### config.mk
export PLATFORM = sky130hd
export DESIGN_NAME = adc_sequencer
export DESIGN_NICKNAME = d
export VERILOG_FILES = /design/src/hw/adc_seq_pkg.sv /design/src/hw/conv_tick_if.sv /design/src/hw/adc_sequencer.sv /design/src/hw/conv_clock_div.sv
export VERILOG_INCLUDE_DIRS = /design/src /design/src/hw
export SDC_FILE = /design/constraint.sdc
export NUM_CORES = 1
export LEC_CHECK = 0
export ABC_CLOCK_PERIOD_IN_PS = 2900
export BUFFER_PORTS_ARGS = -buffer_cell sky130_fd_sc_hd__buf_2
export CAP_MARGIN = 5
export CORE_MARGIN = 2
export CORE_UTILIZATION = 48
export CTS_BUF_LIST = sky130_fd_sc_hd__clkbuf_16
export DETAILED_ROUTE_END_ITERATION = 8
export GPL_TIMING_DRIVEN = 0
export PLACE_DENSITY = 0.75
export SYNTH_ARGS = -nofsm -noshare
export SYNTH_HDL_FRONTEND = slang
export SYNTH_HIERARCHICAL = 1
export SYNTH_SLANG_ARGS = --single-unit
### constraint.sdc
create_clock -name i_clk_sys -period 2.9 [get_ports i_clk_sys]
set_input_delay 0.145 -clock i_clk_sys [delete_from_list [all_inputs] [get_ports i_clk_sys]]
set_output_delay 0.145 -clock i_clk_sys [all_outputs]
set_load 0.05 [all_outputs]
### src/hw/adc_seq_regs.svh
// Purpose: named constants for the converter sequencer
// Assumes: included by its bare name
// Notes:   timing counts are in converter clock ticks, the prescaler in system cycles
`ifndef ADC_SEQ_REGS_SVH
`define ADC_SEQ_REGS_SVH

// ============================================================
// result format codes
`define FMT_LEFT         2'h0
`define FMT_RIGHT        2'h1
`define FMT_SIGNED       2'h2
`define FMT_TRUNC        2'h3

// ============================================================
// channel select codes
`define CHAN_LAST_PIN    5'h07
`define CHAN_REF_HIGH    5'h1D
`define CHAN_REF_LOW     5'h1E
`define CHAN_POWER_OFF   5'h1F

// ============================================================
// conversion timing in converter ticks, and SAR trial values
`define TICK_SAMPLE      4'h0
`define TICK_FIRST_TRIAL 4'h1
`define TICK_LAST_TRIAL  4'hA
`define TICK_LAST        4'hF
`define SAR_MSB          4'h9
`define SAR_FIRST_TRIAL  10'h200
`define RESULT_ZERO      10'h000

// ============================================================
// converter clock divider
`define DIV_CODE_MAX     3'h4
`define PRESCALE_DEFAULT 25

// ============================================================
// reset values
`define RST_CHAN         5'h1F
`define RST_BYTE         8'h00
`define RST_DIV          3'h0

`endif

### src/hw/adc_seq_pkg.sv
// Purpose: shared types of the converter sequencer
// Assumes: nothing
// Notes:   constants live in adc_seq_regs.svh
package adc_seq_pkg;
   typedef logic [1:0] result_format_t;
   typedef logic [4:0] channel_select_t;
   typedef logic [2:0] conv_divider_t;
   typedef enum logic [1:0] {
      SEQ_IDLE,
      SEQ_CONVERT,
      SEQ_FINISH
   } seq_state_e;
endpackage

### src/hw/conv_tick_if.sv
// Purpose: carries divider settings and the converter tick
// Assumes: single clock domain
// Notes:   tick is a one-cycle enable
`timescale 1ns/1ps
`default_nettype none
interface conv_tick_if;
   import adc_seq_pkg::*;
   conv_divider_t divider;
   logic          source_sel;
   logic          alt_tick;
   logic          restart;
   logic          tick;
   modport src  (input divider, input source_sel, input alt_tick, input restart, output tick);
   modport sink (output divider, output source_sel, output alt_tick, output restart, input tick);
endinterface
`default_nettype wire

### src/hw/adc_sequencer.sv
// Purpose: control of an eight-channel 10-bit successive approximation converter
// Assumes: comparator and pin inputs are asynchronous; write/read strobes are
//          one-cycle pulses on i_clk_sys
// Notes:   register bits are plain ports; result bytes are held in flip-flops
`include "adc_seq_regs.svh"
`timescale 1ns/1ps
`default_nettype none

module adc_sequencer #(
   parameter int PRESCALE = `PRESCALE_DEFAULT
) (
   // clock and reset
   input  wire logic                     i_clk_sys,
   input  wire logic                     i_rst_n,
   // status and control register write
   input  wire logic                     i_scr_write,
   input  wire logic                     i_conv_irq_enable,
   input  wire logic                     i_continuous_conv_bit,
   input  wire adc_seq_pkg::channel_select_t i_channel_select_field,
   // clock register write; alternate converter tick
   input  wire logic                     i_clk_cfg_write,
   input  wire adc_seq_pkg::conv_divider_t   i_conv_clock_divider,
   input  wire logic                     i_conv_clock_source_sel,
   input  wire adc_seq_pkg::result_format_t  i_result_format,
   input  wire logic                     i_alt_conv_tick,
   // data register reads
   input  wire logic                     i_read_high,
   input  wire logic                     i_read_low,
   // register readback
   output logic                          o_conv_irq_enable,
   output logic                          o_continuous_conv_bit,
   output adc_seq_pkg::channel_select_t  o_channel_select_field,
   output adc_seq_pkg::conv_divider_t    o_conv_clock_divider,
   output logic                          o_conv_clock_source_sel,
   output adc_seq_pkg::result_format_t   o_result_format,
   output logic                          o_conv_complete_flag,
   output logic [7:0]                    o_result_high_byte,
   output logic [7:0]                    o_result_low_byte,
   output logic                          o_conv_irq,
   output logic                          o_busy,
   // analog core
   input  wire logic                     i_comparator,
   output adc_seq_pkg::channel_select_t  o_mux_select,
   output logic                          o_power_down,
   output logic                          o_sample,
   output logic [9:0]                    o_sar_trial,
   // shared port pins
   input  wire logic [7:0]               i_port_data,
   input  wire logic [7:0]               i_port_ddr,
   input  wire logic [7:0]               i_pin_in,
   output logic [7:0]                    o_pin_out,
   output logic [7:0]                    o_pin_oe,
   output logic [7:0]                    o_port_read
);
   import adc_seq_pkg::*;

   // ============================================================
   // converter clock enable
   conv_tick_if tick_bus ();

   assign tick_bus.divider    = o_conv_clock_divider;
   assign tick_bus.source_sel = o_conv_clock_source_sel;
   assign tick_bus.alt_tick   = i_alt_conv_tick;
   assign tick_bus.restart    = i_scr_write;

   conv_clock_div #(
      .PRESCALE (PRESCALE)
   ) u_div (
      .i_clk_sys (i_clk_sys),
      .i_rst_n   (i_rst_n),
      .tick_port (tick_bus.src)
   );

   // ============================================================
   // control registers
   always_ff @(posedge i_clk_sys or negedge i_rst_n) begin
      if (!i_rst_n) begin
         o_conv_irq_enable      <= 1'b0;
         o_continuous_conv_bit  <= 1'b0;
         o_channel_select_field <= `RST_CHAN;
      end else if (i_scr_write) begin
         o_conv_irq_enable      <= i_conv_irq_enable;
         o_continuous_conv_bit  <= i_continuous_conv_bit;
         o_channel_select_field <= i_channel_select_field;
      end
   end

   always_ff @(posedge i_clk_sys or negedge i_rst_n) begin
      if (!i_rst_n) begin
         o_conv_clock_divider    <= `RST_DIV;
         o_conv_clock_source_sel <= 1'b0;
         o_result_format         <= `FMT_LEFT;
      end else if (i_clk_cfg_write) begin
         o_conv_clock_divider    <= i_conv_clock_divider;
         o_conv_clock_source_sel <= i_conv_clock_source_sel;
         o_result_format         <= i_result_format;
      end
   end

   // ============================================================
   // input synchronisers
   logic       cmp_meta;
   logic       cmp_sync;
   logic [7:0] pin_meta;
   logic [7:0] pin_sync;

   always_ff @(posedge i_clk_sys or negedge i_rst_n) begin
      if (!i_rst_n) begin
         cmp_meta <= 1'b0;
         cmp_sync <= 1'b0;
         pin_meta <= 8'h00;
         pin_sync <= 8'h00;
      end else begin
         cmp_meta <= i_comparator;
         cmp_sync <= cmp_meta;
         pin_meta <= i_pin_in;
         pin_sync <= pin_meta;
      end
   end

   // ============================================================
   // conversion sequencer
   seq_state_e state;
   logic [3:0] tick_cnt;
   logic [3:0] bit_pos;
   logic       settle_pending;
   logic       powered_off;
   logic       conv_done;

   assign powered_off = (o_channel_select_field == `CHAN_POWER_OFF);
   assign conv_done   = (state == SEQ_FINISH);

   always_ff @(posedge i_clk_sys or negedge i_rst_n) begin
      if (!i_rst_n) begin
         state    <= SEQ_IDLE;
         tick_cnt <= 4'h0;
      end else if (i_scr_write) begin
         state    <= SEQ_CONVERT;
         tick_cnt <= 4'h0;
      end else begin
         unique case (state)
            SEQ_IDLE: begin
               tick_cnt <= 4'h0;
            end
            SEQ_CONVERT: begin
               if (powered_off) begin
                  state <= SEQ_IDLE;
               end else if (tick_bus.tick) begin
                  tick_cnt <= tick_cnt + 4'h1;
                  if (tick_cnt == `TICK_LAST) begin
                     state <= SEQ_FINISH;
                  end
               end
            end
            SEQ_FINISH: begin
               tick_cnt <= 4'h0;
               if (o_continuous_conv_bit || settle_pending) begin
                  state <= SEQ_CONVERT;
               end else begin
                  state <= SEQ_IDLE;
               end
            end
         endcase
      end
   end

   // first conversion after power-up is a throwaway settling pass
   always_ff @(posedge i_clk_sys or negedge i_rst_n) begin
      if (!i_rst_n) begin
         settle_pending <= 1'b1;
      end else if (powered_off) begin
         settle_pending <= 1'b1;
      end else if (conv_done) begin
         settle_pending <= 1'b0;
      end
   end

   // successive approximation; comparator high keeps the trial bit
   always_ff @(posedge i_clk_sys or negedge i_rst_n) begin
      if (!i_rst_n) begin
         o_sar_trial <= `RESULT_ZERO;
         bit_pos     <= `SAR_MSB;
         o_sample    <= 1'b0;
      end else if (state == SEQ_CONVERT && tick_bus.tick) begin
         o_sample <= (tick_cnt == `TICK_SAMPLE);
         if (tick_cnt == `TICK_SAMPLE) begin
            o_sar_trial <= `SAR_FIRST_TRIAL;
            bit_pos     <= `SAR_MSB;
         end else if (tick_cnt >= `TICK_FIRST_TRIAL && tick_cnt <= `TICK_LAST_TRIAL) begin
            if (!cmp_sync) begin
               o_sar_trial[bit_pos] <= 1'b0;
            end
            if (bit_pos != 4'h0) begin
               o_sar_trial[bit_pos - 4'h1] <= 1'b1;
               bit_pos                     <= bit_pos - 4'h1;
            end
         end
      end else if (state != SEQ_CONVERT) begin
         o_sample <= 1'b0;
      end
   end

   always_ff @(posedge i_clk_sys or negedge i_rst_n) begin
      if (!i_rst_n) begin
         o_busy       <= 1'b0;
         o_mux_select <= `RST_CHAN;
         o_power_down <= 1'b1;
      end else begin
         o_busy       <= (state != SEQ_IDLE) || i_scr_write;
         o_mux_select <= o_channel_select_field;
         o_power_down <= powered_off;
      end
   end

   // ============================================================
   // result formatting and interlock
   logic       locked;
   logic       result_valid;
   logic       store_result;
   logic       data_read;
   logic [7:0] next_high;
   logic [7:0] next_low;

   assign result_valid = conv_done && !settle_pending;
   assign store_result = result_valid && !locked;
   assign data_read    = i_read_high || i_read_low;

   always_comb begin
      next_high = `RST_BYTE;
      next_low  = `RST_BYTE;
      unique case (o_result_format)
         `FMT_LEFT: begin
            next_high = o_sar_trial[9:2];
            next_low  = {o_sar_trial[1:0], 6'h00};
         end
         `FMT_RIGHT: begin
            next_high = {6'h00, o_sar_trial[9:8]};
            next_low  = o_sar_trial[7:0];
         end
         `FMT_SIGNED: begin
            next_high = {~o_sar_trial[9], o_sar_trial[8:2]};
            next_low  = {o_sar_trial[1:0], 6'h00};
         end
         `FMT_TRUNC: begin
            next_high = `RST_BYTE;
            next_low  = o_sar_trial[9:2];
         end
      endcase
   end

   // every valid result overwrites the data bytes unless interlocked
   always_ff @(posedge i_clk_sys or negedge i_rst_n) begin
      if (!i_rst_n) begin
         o_result_high_byte <= `RST_BYTE;
         o_result_low_byte  <= `RST_BYTE;
      end else if (store_result) begin
         o_result_high_byte <= next_high;
         o_result_low_byte  <= next_low;
      end
   end

   always_ff @(posedge i_clk_sys or negedge i_rst_n) begin
      if (!i_rst_n) begin
         locked <= 1'b0;
      end else if (i_read_low || o_result_format == `FMT_TRUNC) begin
         locked <= 1'b0;
      end else if (i_read_high) begin
         locked <= 1'b1;
      end
   end

   // ============================================================
   // completion flag and interrupt; a new result wins over a read or control-write clear, but irq enable keeps the flag clear
   always_ff @(posedge i_clk_sys or negedge i_rst_n) begin
      if (!i_rst_n) begin
         o_conv_complete_flag <= 1'b0;
      end else if (o_conv_irq_enable) begin
         o_conv_complete_flag <= 1'b0;
      end else if (store_result) begin
         o_conv_complete_flag <= 1'b1;
      end else if (data_read) begin
         o_conv_complete_flag <= 1'b0;
      end
   end

   always_ff @(posedge i_clk_sys or negedge i_rst_n) begin
      if (!i_rst_n) begin
         o_conv_irq <= 1'b0;
      end else if (!o_conv_irq_enable) begin
         o_conv_irq <= 1'b0;
      end else if (store_result) begin
         o_conv_irq <= 1'b1;
      end else if (data_read || i_scr_write) begin
         o_conv_irq <= 1'b0;
      end
   end

   // ============================================================
   // shared port pin override
   for (genvar pin = 0; pin < 8; pin++) begin : g_pin
      logic taken;
      assign taken = !powered_off && (o_channel_select_field == 5'(pin));
      always_ff @(posedge i_clk_sys or negedge i_rst_n) begin
         if (!i_rst_n) begin
            o_pin_out[pin]   <= 1'b0;
            o_pin_oe[pin]    <= 1'b0;
            o_port_read[pin] <= 1'b0;
         end else begin
            o_pin_out[pin]   <= i_port_data[pin];
            o_pin_oe[pin]    <= i_port_ddr[pin] && !taken;
            if (taken) begin
               o_port_read[pin] <= 1'b0;
            end else begin
               o_port_read[pin] <= i_port_ddr[pin] ? i_port_data[pin] : pin_sync[pin];
            end
         end
      end
   end
endmodule
`default_nettype wire

### src/hw/conv_clock_div.sv
// Purpose: makes the converter clock enable from the system clock
// Assumes: alternate tick is a one-cycle enable on i_clk_sys
// Notes:   with the system clock source selected, tick period is PRESCALE times 2**divider system cycles, divider codes above 4 taken as 4
`include "adc_seq_regs.svh"
`timescale 1ns/1ps
`default_nettype none
module conv_clock_div #(
   parameter int PRESCALE = `PRESCALE_DEFAULT
) (
   // clock and reset
   input  wire logic   i_clk_sys,
   input  wire logic   i_rst_n,
   // divider side
   conv_tick_if.src    tick_port
);
   import adc_seq_pkg::*;

   // ============================================================
   // prescaler and power-of-two stage
   logic [7:0]  pre_cnt;
   logic [3:0]  pow_cnt;
   logic        pre_tick;
   logic [3:0]  pow_mask;
   conv_divider_t div_code;

   always_comb begin
      div_code = (tick_port.divider > `DIV_CODE_MAX) ? `DIV_CODE_MAX : tick_port.divider;
      pow_mask = 4'((5'h01 << div_code) - 5'h01);
      pre_tick = (pre_cnt == 8'(PRESCALE - 1));
   end

   always_ff @(posedge i_clk_sys or negedge i_rst_n) begin
      if (!i_rst_n) begin
         pre_cnt <= 8'h00;
      end else if (tick_port.restart || pre_tick) begin
         pre_cnt <= 8'h00;
      end else begin
         pre_cnt <= pre_cnt + 8'h01;
      end
   end

   always_ff @(posedge i_clk_sys or negedge i_rst_n) begin
      if (!i_rst_n) begin
         pow_cnt <= 4'h0;
      end else if (tick_port.restart) begin
         pow_cnt <= 4'h0;
      end else if (pre_tick) begin
         pow_cnt <= (pow_cnt >= pow_mask) ? 4'h0 : pow_cnt + 4'h1;
      end
   end

   // source select: divided system clock or alternate enable
   always_comb begin
      if (tick_port.source_sel) begin
         tick_port.tick = tick_port.alt_tick;
      end else begin
         tick_port.tick = pre_tick && (pow_cnt >= pow_mask);
      end
   end
endmodule
`default_nettype wire

==> results of run 1 <==
[routing by layer]
| metal | track usage | vias to the layer above | share of wire |
|---|---|---|---|
| li1 | - | 1865 | - |
| met2 | 0.365 | 115 | 0.51 |
| met5 | 0 | - | 0 |
| met1 | 0.277 | 1912 | 0.42 |
| met4 | 0.0912 | 0 | 0.020 |
| met3 | 0.0507 | 20 | 0.041 |
[metrics by stage]
stage	cell area, µm²	TNS, ns	power [mW]	hold slack [ns]	setup WS, ns
after floorplan	4970	0	2.54	-0.151	0.0253
after global placement	5720	-1.38	2.78	0.254	-0.211
after detailed placement	5750	-3.35	2.82	0.173	-0.338
after CTS	6700	0	4.82	0.00727	0.0659
after global routing	6730	0	5.05	0.00572	0.00267
final	6730	0	4.83	0.0243	0.123
[what timing repair did]
item / in CTS / in global routing
buffers inserted: 1 / 0
endpoints found under the setup margin: 15 / 12
hold buffers: 37 / 0
cloned: 0 / 0
resized for setup: 3 / 3
pin swaps: 1 / 2
endpoints found under the hold margin: 75 / 0
[registers in the layout, summed over array words and instances (netlist names), 2 cells and up]
| register | cells |
|---|---|
| o_sar_trial | 10 |
| pin_meta | 8 |
| tick_cnt | 4 |
| bit_pos | 4 |
| o_conv_clock_divider | 3 |
| u_div/pow_cnt | 4 |
| o_result_high_byte | 8 |
| o_channel_select_field | 5 |
| o_result_low_byte | 8 |
| o_result_format | 2 |
| pin_sync | 8 |
| state | 2 |
| u_div/pre_cnt | 8 |
| o_pin_out | 8 |
| o_port_read | 8 |
| o_pin_oe | 8 |
| o_mux_select | 5 |
[where the power goes]
part	leakage, nW	internal (mW)	total [mW]	switching [mW]
Sequential	1.41	1.76	1.89	0.136
Clock	0.269	1.18	1.93	0.752
Combinational	1.51	0.358	1.01	0.648
Total	3.19	3.30	4.83	1.54
[synth_stat cells, drive strengths merged, types with 2 or more instances]
cell     number  area [µm²]
a2111oi       2        36.3
a21oi         7        35.0
a22o         12         105
a31oi         5        31.3
a32o          8        80.1
a41oi         3        26.3
and2          4        25.0
and3          4        25.0
buf           8        57.6
clkbuf       10        37.5
dfrtp       101        2530
dfstp        14         368
ha           14         175
inv          14        52.6
mux2         16         180
mux2i        18         180
nand2        25        93.8
nand2b       14        87.6
nand3        16        80.1
nand3b        2        15.0
nor2         37         139
nor2b        14        87.6
nor3          7        35.0
o211ai        2        15.0
o21a          3        22.5
o21ai        28         140
o31ai         5        42.5
or2           2        12.5
or3           6        38.8
or4           2        18.8
xnor2         3        26.3
xor2          4        35.0
[logic make-up (layout without fill, tap and decap cells)]
family	Yosys count	count (layout)	share of synthesized area
XOR/XNOR	7	7	0.0124
AND/OR/NAND/NOR	140	140	0.145
flip-flops	115	115	0.584
buffers and inverters	32	219	0.0298
AO/OA/AOI/OAI	83	83	0.122
multiplexers	34	34	0.0726
adder cells (fa/ha/maj)	14	14	0.0353
[placed cells by master, fill, tap and decap left out, drive strengths merged, types with 4 or more instances in the layout]
master / n
inv: 16
nor2b: 14
nor2: 37
nand3: 16
or3: 6
and3: 4
mux2: 16
nand2b: 14
dfstp: 14
nor3: 7
xor2: 4
a32o: 8
clkinv: 9
a31oi: 5
a21oi: 7
o31ai: 5
ha: 14
and2: 4
buf: 125
o21ai: 28
mux2i: 18
dlygate4sd3: 37
clkbuf: 28
dfrtp: 101
nand2: 25
a22o: 12
[critical path, stage by stage, from the launching register on]
cell and delay, ns:
dfrtp_2 0.42, or3_1 0.38, ha_1 0.27, nand2b_1 0.20, a2111oi_4 0.40, o41ai_4 0.12, and3_1 0.21, and3_1 0.16
clkbuf_1 0.20, a32o_1 0.30
[final cells by class]
cell class                 count  area share
buffer                        18      0.0147
clock buffer                  17      0.0633
clock inverter                15      0.0201
inverter                      14     0.00781
multi-input combinational    278       0.291
sequential                   115       0.431
tap                          136      0.0253
timing repair buffer         155       0.147
[worst max-delay path by stage]
| stage | from | endpoint | cells after the start |
|---|---|---|---|
| floorplan | o_conv_clock_divider[0]$_DFFE_PN0P_ | o_sar_trial[9]$_DFFE_PN0P_ | 9 |
| global placement | o_conv_clock_divider[0]$_DFFE_PN0P_ | bit_pos[1]$_DFFE_PN0P_ | 10 |
| detailed placement | o_conv_clock_divider[0]$_DFFE_PN0P_ | o_sar_trial[2]$_DFFE_PN0P_ | 10 |
| CTS | o_conv_clock_divider[0]$_DFFE_PN0P_ | o_sar_trial[7]$_DFFE_PN0P_ | 10 |
| global route | o_conv_clock_divider[0]$_DFFE_PN0P_ | o_sar_trial[1]$_DFFE_PN0P_ | 10 |
| finish | o_conv_clock_divider[0]$_DFFE_PN0P_ | o_sar_trial[8]$_DFFE_PN0P_ | 9 |
==> results.md, run 1 <==
- Yosys warning total: 6
- DRC errors left: 0
- Cells after Synth: about 430
- Clk_lat worst skew: 0.40 ns
- Clock Skew: 0.00862 ns
- Die width: between 100 and 150 µm
- Antenna Nets Post-Route: 0
- Starting Density: 0.487
- Post-Syn Area: 4960 µm²
- Final hold vios: 0
- I/O pins: 118
- Type of destination of the critical path: flop
- Post-synthesis sequential area ratio: 0.584
- Clock buffer count from CTS: 17
- FP Rows: 37
- Async set or reset register ratio after synthesis: 1.00
- Period utilisation layout: 0.958
- Share of cells above drive strength 1: 0.327
- Pin count of the biggest net entering global routing: 76
- Min cycle time layout: roughly 2.8 ns
- H-tree levels: 4
- Reg2reg start: o_conv_clock_divider[0]$_DFFE_PN0P_
- Fin cells: about 750
- Core area: 10200 µm²
- Total placed cells including tap cells: 678
- Cells on worst reg2reg path: 9
- EDFF count, synth: 0
- Clock sink count: 115
- DR pass1 iterations: 6
- Antenna violations before repair: 0
- CP startpoint kind: flop
- CP Data Required Time: about 3.2 ns
- DR WL/cell: ~16 µm
- Reg-to-Reg End: o_sar_trial[8]$_DFFE_PN0P_
- WS Path Type: reg2reg
- Filler cells: 772
- Gr usage total: 0.219
- Hold path depth: 2
- N_diodes: 0
- Relative slew slack: 0.630
- Min-delay src: i_port_ddr[1]
- Worst-margin pin slew: approximately 0.56 ns
- Final setup viols: 0
- Status: complete, no violations
- Top FF cell, synth: dfrtp_1
- Die Y: around 110 µm
- Total number of vias: 3912
- Seq cells post-synth: 115
- Max Cap Violations: 0
- Clk buf depth: 2
- Register area: approximately 2900 µm²
- Fmax: about 0.36 GHz
- Nets: 658
- Full die area: approximately 11000 µm²
- Worst EP arrival: 3.06 ns
- Max FO, Critical Path: 7
- Gpl congestion: 0.910
- Number of buffers added on ports: around 120
- Worst Hold Path EP: o_pin_oe[1]$_DFF_PN0_
- Fin. max-slew vios: 0
- Syn nets: 484
- Pwr Density: 719 nW/µm²
- Multi-input gate area: 1960 µm²
- Post-Syn Area per Cell: 11.7 µm²
- RSZ-0062 raised after global routing: no
- TritonCTS clock tree: yes
- Post-synth cell types: 55
- Vias per inst: approximately 5.2
- Core Util, Final: 0.660
- CTS root buf: clkbuf_16
- Detailed Place HPWL: slightly below 8 mm
- Vias in the first global route: 4040
- R2R setup slack: 0.12 ns
- Min-Delay Path Class: in2reg
- Peak VDD IR: 0.383 mV
- Global-route wire length before repair: 19.4 mm
- Gr ovfl total: 0
- P&R area growth vs syn: 35.6%
- P_leak: around 3.2 nW
- DR iter-0 viols: 375
- Clk slew on worst S/H paths: 0.06 ns
- Total routed wirelength: 11.7 mm
(Power assumes the default switching activity.)
==> run 2: changes to the inputs <==
Settings changed: SYNTH_HIERARCHICAL 1 to unset.
==> run 2 against run 1 <==
Against the previous run:
- critical path type unchanged
- sequential share of layout area increased by 0.17 points
- critical endpoint is now tick_cnt[1]$_DFFE_PN0P_
- area after synthesis barely moved
- global-route usage grew 0.73 points
- flip-flop and latch count unchanged
==> results.md, run 2 <==
- Cells on worst reg2reg path: 7 (-2)
- Global-route wire length before repair: 19.8 mm (+2.2%)
- Fmax: 0.390 GHz (+8.4%)
- Async set or reset register ratio after synthesis: 1.00 (unchanged)
- Sw frac: 0.295 (-0.0223)
- Reg2reg start: o_conv_clock_divider[1]$_DFFE_PN0P_
- Peak VDD IR: 0.375 mV (-2.0%)
- CP top delay family: compound AO/OA/AOI/OAI gates
- Final hold vios: 0 (unchanged)
- Detailed Place HPWL: 8.11 mm (+5.0%)
- Antenna Nets Post-Route: 0 (unchanged)
- Die Y: 106 µm (about the same)
- Switch Pwr: 1.40 mW (-9.1%)
- Biggest register: o_sar_trial
- Starting Density: 0.487 (about the same)
- Combinational share of power: 0.164 (-0.044)
- Core area: 10200 µm² (unchanged)
- Cells after Synth: 438 (+3.1%)
- Min-Delay Path Class: in2reg
- Synth top area cells: dfrtp_1 51%, dfstp_2 7.4%, mux2i_1 4.0%, ha_1 3.8%, nor2_1 3.1%
- N_diodes: 0 (unchanged)
- RSZ-0062 raised after global routing: no
- Clk buf depth: 2 (unchanged)
- CP Data Required Time: 3.22 ns (+0.04 ns)
- Worst path depth: 7 (-2)
- Most frequent cells in the layout: 114 x buf_2, 101 x dfrtp_1, 41 x nor2_1
- Pin count of the biggest net entering global routing: 64 (-16%)
- FP Rows: 37 (unchanged)
- Relative slew slack: 0.446 (-0.184)
- Setup ws final: 0.337 ns (+0.214 ns)
- DR pass1 iterations: 4 (-2)
- Post-synth cell types: 47 (-15%)
- Clock buffer count from CTS: 17 (unchanged)
- Yosys top cell area share: 0.510 (about the same)
- R2R setup slack: 0.34 ns (+0.21 ns)
- Seq pwr share: 0.386 (-0.006)
- Fin. max-slew vios: 0 (unchanged)
- Top FF cell, synth: dfrtp_1
- Post-cts sizing count: 0 (-3)
- Post-DP Area: 5730 µm² (-0.35%)
- Share of cells above drive strength 1: 0.296 (-0.0305)
- Yosys warning total: 0 (-6)
- CTS root buf: clkbuf_16
- Filler cells: 753 (-2.5%)
- Count leader, synth: dfrtp_1
- Antenna violations before repair: 0 (unchanged)
- Reg-to-Reg End: tick_cnt[1]$_DFFE_PN0P_
- Full die area: 11200 µm² (about the same)
- Most common cell after layout, fill and taps aside: buf_2
- Worst-margin pin slew: 0.829 ns (+0.274 ns)
- I/O pins: 118 (unchanged)
- EDFF count, synth: 0 (unchanged)
- P_leak: 3.22 nW (+1.1%)
- Clk slew on worst S/H paths: 0.06 ns (about the same)
- Post-synth top cells: 101 x dfrtp_1, 41 x nor2_1, 37 x nand2_1
- Setup crit start: o_conv_clock_divider[1]$_DFFE_PN0P_
- Clock Skew: 0.00845 ns (-0.000170 ns)
- Gpl congestion: 0.896 (-1.5%)
- Seq cells post-synth: 115 (unchanged)
- Post-Syn Area per Cell: 11.3 µm² (-3.0%)
- H-tree levels: 4 (unchanged)
- Worst EP arrival: 2.89 ns (-0.17 ns)
- Synth area leader: dfrtp_1
- TritonCTS clock tree: yes
- CP bufs+invs: 0 (-1)
- Final setup TNS: 0 ns (unchanged)
- Slowest cell on crit path: a2111oi_2
- Slowest stage delay, CP: 0.54 ns (+0.12 ns)
- Min cycle time layout: 2.56 ns (-0.214 ns)
- Total routed wirelength: 12.3 mm (+5.2%)
- Final setup viols: 0 (unchanged)
- DR WL/cell: 16.2 µm (+4.0%)
- Nets: 668 (+1.5%)
- Vias per inst: 5.22 (-0.23%)
- Gr usage total: 0.227 (+0.00728)
- Type of destination of the critical path: flop
- Total number of vias: 3950 (+0.97%)
- Post-synthesis sequential area ratio: 0.584 (about the same)
- WS Path Type: reg2reg
- Setup crit end: tick_cnt[1]$_DFFE_PN0P_
- Max Cap Violations: 0 (unchanged)
- Syn nets: 498 (+2.9%)
- Post-Syn Area: 4960 µm² (about the same)
- Vias in the first global route: 3914 (-3.1%)
- Clock power frac: 0.450 (+0.050)
- Critical path, cell by cell: or3_1 > ha_1 > nand2b_1 > a2111oi_2 > o41ai_4 > a21oi_1 > mux2i_1
- Gr ovfl total: 0 (unchanged)
- Clock sink count: 115 (unchanged)
- Period utilisation layout: 0.884 (-0.0739)
- Pwr Density: 707 nW/µm² (-1.7%)
- Die width: 106 µm (about the same)
- Max FO, Critical Path: 9 (+2)
- Post-route cell area: 6690 µm² (-0.52%)
- DR iter-0 viols: 230 (-39%)
- DP Worst Slack: 0.301 ns (+0.638 ns)
- Status: complete, no violations
- Number of buffers added on ports: 115 (-0.86%)
- Internal power: 3.33 mW (+1.0%)
- CP startpoint kind: flop
- P&R area growth vs syn: 35.0%
- DRC errors left: 0 (unchanged)
- Max reg flops: 10 (unchanged)
- Clk_lat worst skew: 0.40 ns (about the same)
==> run 2: changes by cell type in the layout (fill, tap and decap cells not counted), sizes merged, moves of 3 or more <==
cell    previous run  this run
clkbuf            28        33
a22o              12         6
nor3b              1         4
or3                6         3
buf              125       119
a21oi              7        13
a32o               8         0
nor2              37        41
o31ai              5        12
nand4              1         7
nand2b            14         9
a41oi              3         0
mux2              16        13
nand2             25        37
==> run 2: stage by stage <==
step                      power, mW  hold WS [ns]  std cells  utilization
after floorplan                2.35        -0.151        438            -
after global placement         2.57         0.255        689        0.560
after detailed placement       2.58         0.254        690        0.563
after CTS                      4.75       0.00325        757        0.657
after global routing           4.91       0.00898        757        0.657
final                          4.73        0.0123        757        0.657
==> run 2: area by class of cell <==
cell class / count / area, µm² / area share
flip-flops and latches: 115 / 2900 / 0.433
plain buffers: 19 / 78.8 / 0.0118
clock buffers: 17 / 425 / 0.0636
clock inverters: 15 / 181 / 0.0271
well taps: 136 / 170 / 0.0254
multi-input cells: 290 / 1930 / 0.289
repair buffers: 151 / 956 / 0.143
inverters: 14 / 52.6 / 0.00785
==> run 2: kinds of logic after synthesis <==
kind of cell	Yosys count	synth area share
fa+ha+maj	15	0.0379
flops	115	0.584
mux	33	0.0699
xor+xnor	9	0.0159
buf+inv	33	0.0265
compound gates	78	0.104
simple gates	155	0.161
==> run 2: worst min path at each step <==
stage	startpoint	to	cells past startpoint
finish	i_port_ddr[5]	o_pin_oe[5]$_DFF_PN0_	2
global route	i_port_ddr[5]	o_pin_oe[5]$_DFF_PN0_	2
CTS	i_port_ddr[1]	o_pin_oe[1]$_DFF_PN0_	2
detailed placement	i_pin_in[5]	pin_meta[5]$_DFF_PN0_	1
global placement	i_comparator	cmp_meta$_DFF_PN0_	1
floorplan	i_rst_n	bit_pos[1]$_DFFE_PN0P_	0
==> run 2: layer usage <==
| layer | vias up | part of all wire | wire length (µm) | GRT usage |
|---|---|---|---|---|
| li1 | 1869 | - | - | - |
| met1 | 1898 | 0.43 | 5230 | 0.284 |
| met2 | 159 | 0.50 | 6140 | 0.386 |
| met3 | 24 | 0.053 | 652 | 0.0439 |
| met4 | 0 | 0.021 | 264 | 0.0940 |
| met5 | - | 0 | 0 | 0 |
==> run 2: power by group through the flow <==
| stage | Combinational (mW) | Sequential (mW) | Clock (mW) |
|---|---|---|---|
| floorplan | 0.282 | 2.06 | 0 |
| global placement | 0.719 | 1.85 | 0 |
| detailed placement | 0.732 | 1.85 | 0 |
| CTS | 0.774 | 1.82 | 2.15 |
| global route | 0.833 | 1.84 | 2.24 |
| finish | 0.775 | 1.83 | 2.13 |
==> run 2: repair_timing <==
item | CTS | global route
buffers inserted | 0 | 0
hold buffers | 35 | 0
hold endpoints to repair | 86 | 0
==> run 3: changes to the inputs <==
Settings changed: CORE_ASPECT_RATIO set to 1.5.
==> run 3 against run 2 <==
Against the previous run:
- die area grew 0.15%
- critical path depth stayed put
- flip-flop and latch count did not move
- global-route usage is 0.071 points lower
- sequential share of layout area up 0.20 points
- clock power decreased by 5%
- non-clock buffer count is 2 higher
- utilization grew 0.40 points
- hold slack lost 0.0047 ns
- sequential power hardly changed
- fmax decreased by 1.3%
- routed wire length fell by 1.5%
==> results.md, run 3 (synthesized netlist as in run 2, its figures left out) <==
- Status: complete, no violations
- Clock buffer count from CTS: 17 (unchanged)
- Full die area: 11200 µm² (+0.15%)
- Filler cells: 736 (-2.3%)
- Setup ws final: 0.302 ns (-0.0347 ns)
- Detailed Place HPWL: 8.19 mm (+1.0%)
- DR pass1 iterations: 5 (+1)
- WS Path Type: reg2reg
- Max reg flops: 10 (unchanged)
- Gpl congestion: 0.875 (-2.4%)
- DP Worst Slack: 0.293 ns (-0.00817 ns)
- Core area: 10100 µm² (-1.0%)
- P&R area growth vs syn: 34.4%
- Cells on worst reg2reg path: 7 (unchanged)
- Nets: 670 (+0.30%)
- P_leak: 3.22 nW (-0.11%)
- Fmax: 0.385 GHz (-1.3%)
- Peak VDD IR: 0.445 mV (+19%)
- Setup crit start: o_conv_clock_divider[0]$_DFFE_PN0P_
- Final setup viols: 0 (unchanged)
- Reg2reg start: o_conv_clock_divider[0]$_DFFE_PN0P_
- Clk buf depth: 2 (unchanged)
- Switch Pwr: 1.39 mW (-0.49%)
- Total number of vias: 4017 (+1.7%)
- Final setup TNS: 0 ns (unchanged)
- RSZ-0062 raised after global routing: no
- Setup crit end: tick_cnt[1]$_DFFE_PN0P_
- H-tree levels: 4 (unchanged)
- Antenna violations before repair: 0 (unchanged)
- DR WL/cell: 16.4 µm (+0.78%)
- Total routed wirelength: 12.1 mm (-1.5%)
- Uppermost layer routed: met4
- Number of buffers added on ports: 115 (unchanged)
- Pin count of the biggest net entering global routing: 59 (-7.8%)
- Internal power: 3.24 mW (-2.6%)
- Sw frac: 0.300 (+0.00445)
- Combinational share of power: 0.168 (+0.004)
- TritonCTS clock tree: yes
- Seq pwr share: 0.394 (+0.008)
- Period utilisation layout: 0.896 (+0.0120)
- Fin. max-slew vios: 0 (unchanged)
- Reg-to-Reg End: tick_cnt[1]$_DFFE_PN0P_
- CP Data Required Time: 3.22 ns (about the same)
- I/O pins: 118 (unchanged)
- R2R setup slack: 0.30 ns (-0.03 ns)
- Clock power frac: 0.438 (-0.012)
- Gr ovfl total: 0 (unchanged)
- Met3 routed wirelength: 612 µm (-6.1%)
- FP Rows: 45 (+22%)
- CTS root buf: clkbuf_16
- Min-Delay Path Class: in2reg
- Clock Skew: 0.00800 ns (-0.000448 ns)
- Met2 Wirelength: 6.36 mm (+3.6%)
- Most common cell after layout, fill and taps aside: buf_2
- Vias in the first global route: 4144 (+5.9%)
- Clock sink count: 115 (unchanged)
- DRC errors left: 0 (unchanged)
- Min cycle time layout: 2.60 ns (+0.0347 ns)
- Max Cap Violations: 0 (unchanged)
- Antenna Nets Post-Route: 0 (unchanged)
- Die Y: 128 µm (+22%)
- Biggest register: o_sar_trial
- Vias per inst: 5.43 (+4.0%)
- Pwr Density: 696 nW/µm² (-1.5%)
- N_diodes: 0 (unchanged)
- Starting Density: 0.492 (+0.00514)
- Final hold vios: 0 (unchanged)
- Worst EP arrival: 2.92 ns (+0.03 ns)
- M1 WL: 4.61 mm (-12%)
- Gr usage total: 0.226 (-0.000710)
- DR iter-0 viols: 181 (-21%)
- Clk_lat worst skew: 0.41 ns (about the same)
- Most frequent cells in the layout: 114 x buf_2, 101 x dfrtp_1, 41 x nor2_1
- Global-route wire length before repair: 19.4 mm (-2.1%)
- Relative slew slack: 0.517 (+0.0709)
- CP startpoint kind: flop
- Share of cells above drive strength 1: 0.294 (-0.00256)
- Clk slew on worst S/H paths: 0.06 ns (about the same)
- Max FO, Critical Path: 9 (unchanged)
- Type of destination of the critical path: flop
- Die width: 87.0 µm (-18%)
- Worst-margin pin slew: 0.723 ns (-0.106 ns)
-- run 3: changes by cell type in the layout (fill, tap and decap cells not counted), sizes merged --
cell,change
dlygate4sd3,+2
inv,+2
clkinv,-1
bufinv,-1
-- run 3: final cells by class --
| cell class | instances | area, µm² | share of cell area |
|---|---|---|---|
| multi-input cells | 290 | 1930 | 0.290 |
| flip-flops and latches | 115 | 2900 | 0.435 |
| clock buffers | 17 | 425 | 0.0639 |
| repair buffers | 153 | 976 | 0.147 |
| clock inverters | 15 | 155 | 0.0233 |
| plain buffers | 19 | 78.8 | 0.0118 |
| inverters | 14 | 52.6 | 0.00789 |
| well taps | 117 | 146 | 0.0220 |
-- run 3: per-stage QoR --
stage               cells  hold WS, ns  area (µm²)  utilization  power (mW)
finish                740      0.00761        6660        0.661        4.63
floorplan             438       -0.151        4960            -        2.35
global placement      670        0.253        5680        0.564        2.55
detailed placement    671        0.254        5710        0.566        2.58
global route          740       0.0179        6660        0.661        4.81
CTS                   740     0.000353        6660        0.661        4.65
-- run 3: worst max-delay path, cell delays in order, from the launching register on --
cell and delay [ns]:
dfrtp_1 0.40, or3_1 0.38, ha_1 0.27, nand2b_1 0.15, a2111oi_2 0.57, o41ai_4 0.22
a21oi_1 0.29, mux2i_1 0.24
-- run 3: metal layers --
metal  track usage  vias to the layer above
li1              -                     1881
met1         0.240                     1930
met2         0.399                      165
met3        0.0507                       41
met4         0.138                        0
met5             0                        -
-- run 3: timing repair --
action                     4_1_cts  5_1_grt
setup buffers                    0        0
resized for setup                0        0
hold buffers                    37        0
setup endpoints to repair        0        0
hold endpoints to repair        88        0
-- run 3: power groups by stage --
stage	Clock, mW	Sequential [mW]	Combinational, mW
floorplan	0	2.06	0.282
global placement	0	1.84	0.710
detailed placement	0	1.85	0.729
CTS	2.06	1.82	0.773
global route	2.14	1.84	0.835
finish	2.03	1.83	0.777
-- run 3: worst min-delay path by stage --
stage,startpoint,cells after the start,slack (ns),endpoint
after floorplan,i_rst_n,0,-0.15,bit_pos[1]$_DFFE_PN0P_
after global placement,i_comparator,1,0.25,cmp_meta$_DFF_PN0_
after detailed placement,i_pin_in[1],1,0.25,pin_meta[1]$_DFF_PN0_
final,i_port_ddr[4],2,0.008,o_pin_oe[4]$_DFF_PN0_
after global routing,i_port_ddr[2],3,0.02,o_port_read[2]$_DFF_PN0_
after CTS,i_port_ddr[4],2,0.0004,o_pin_oe[4]$_DFF_PN0_
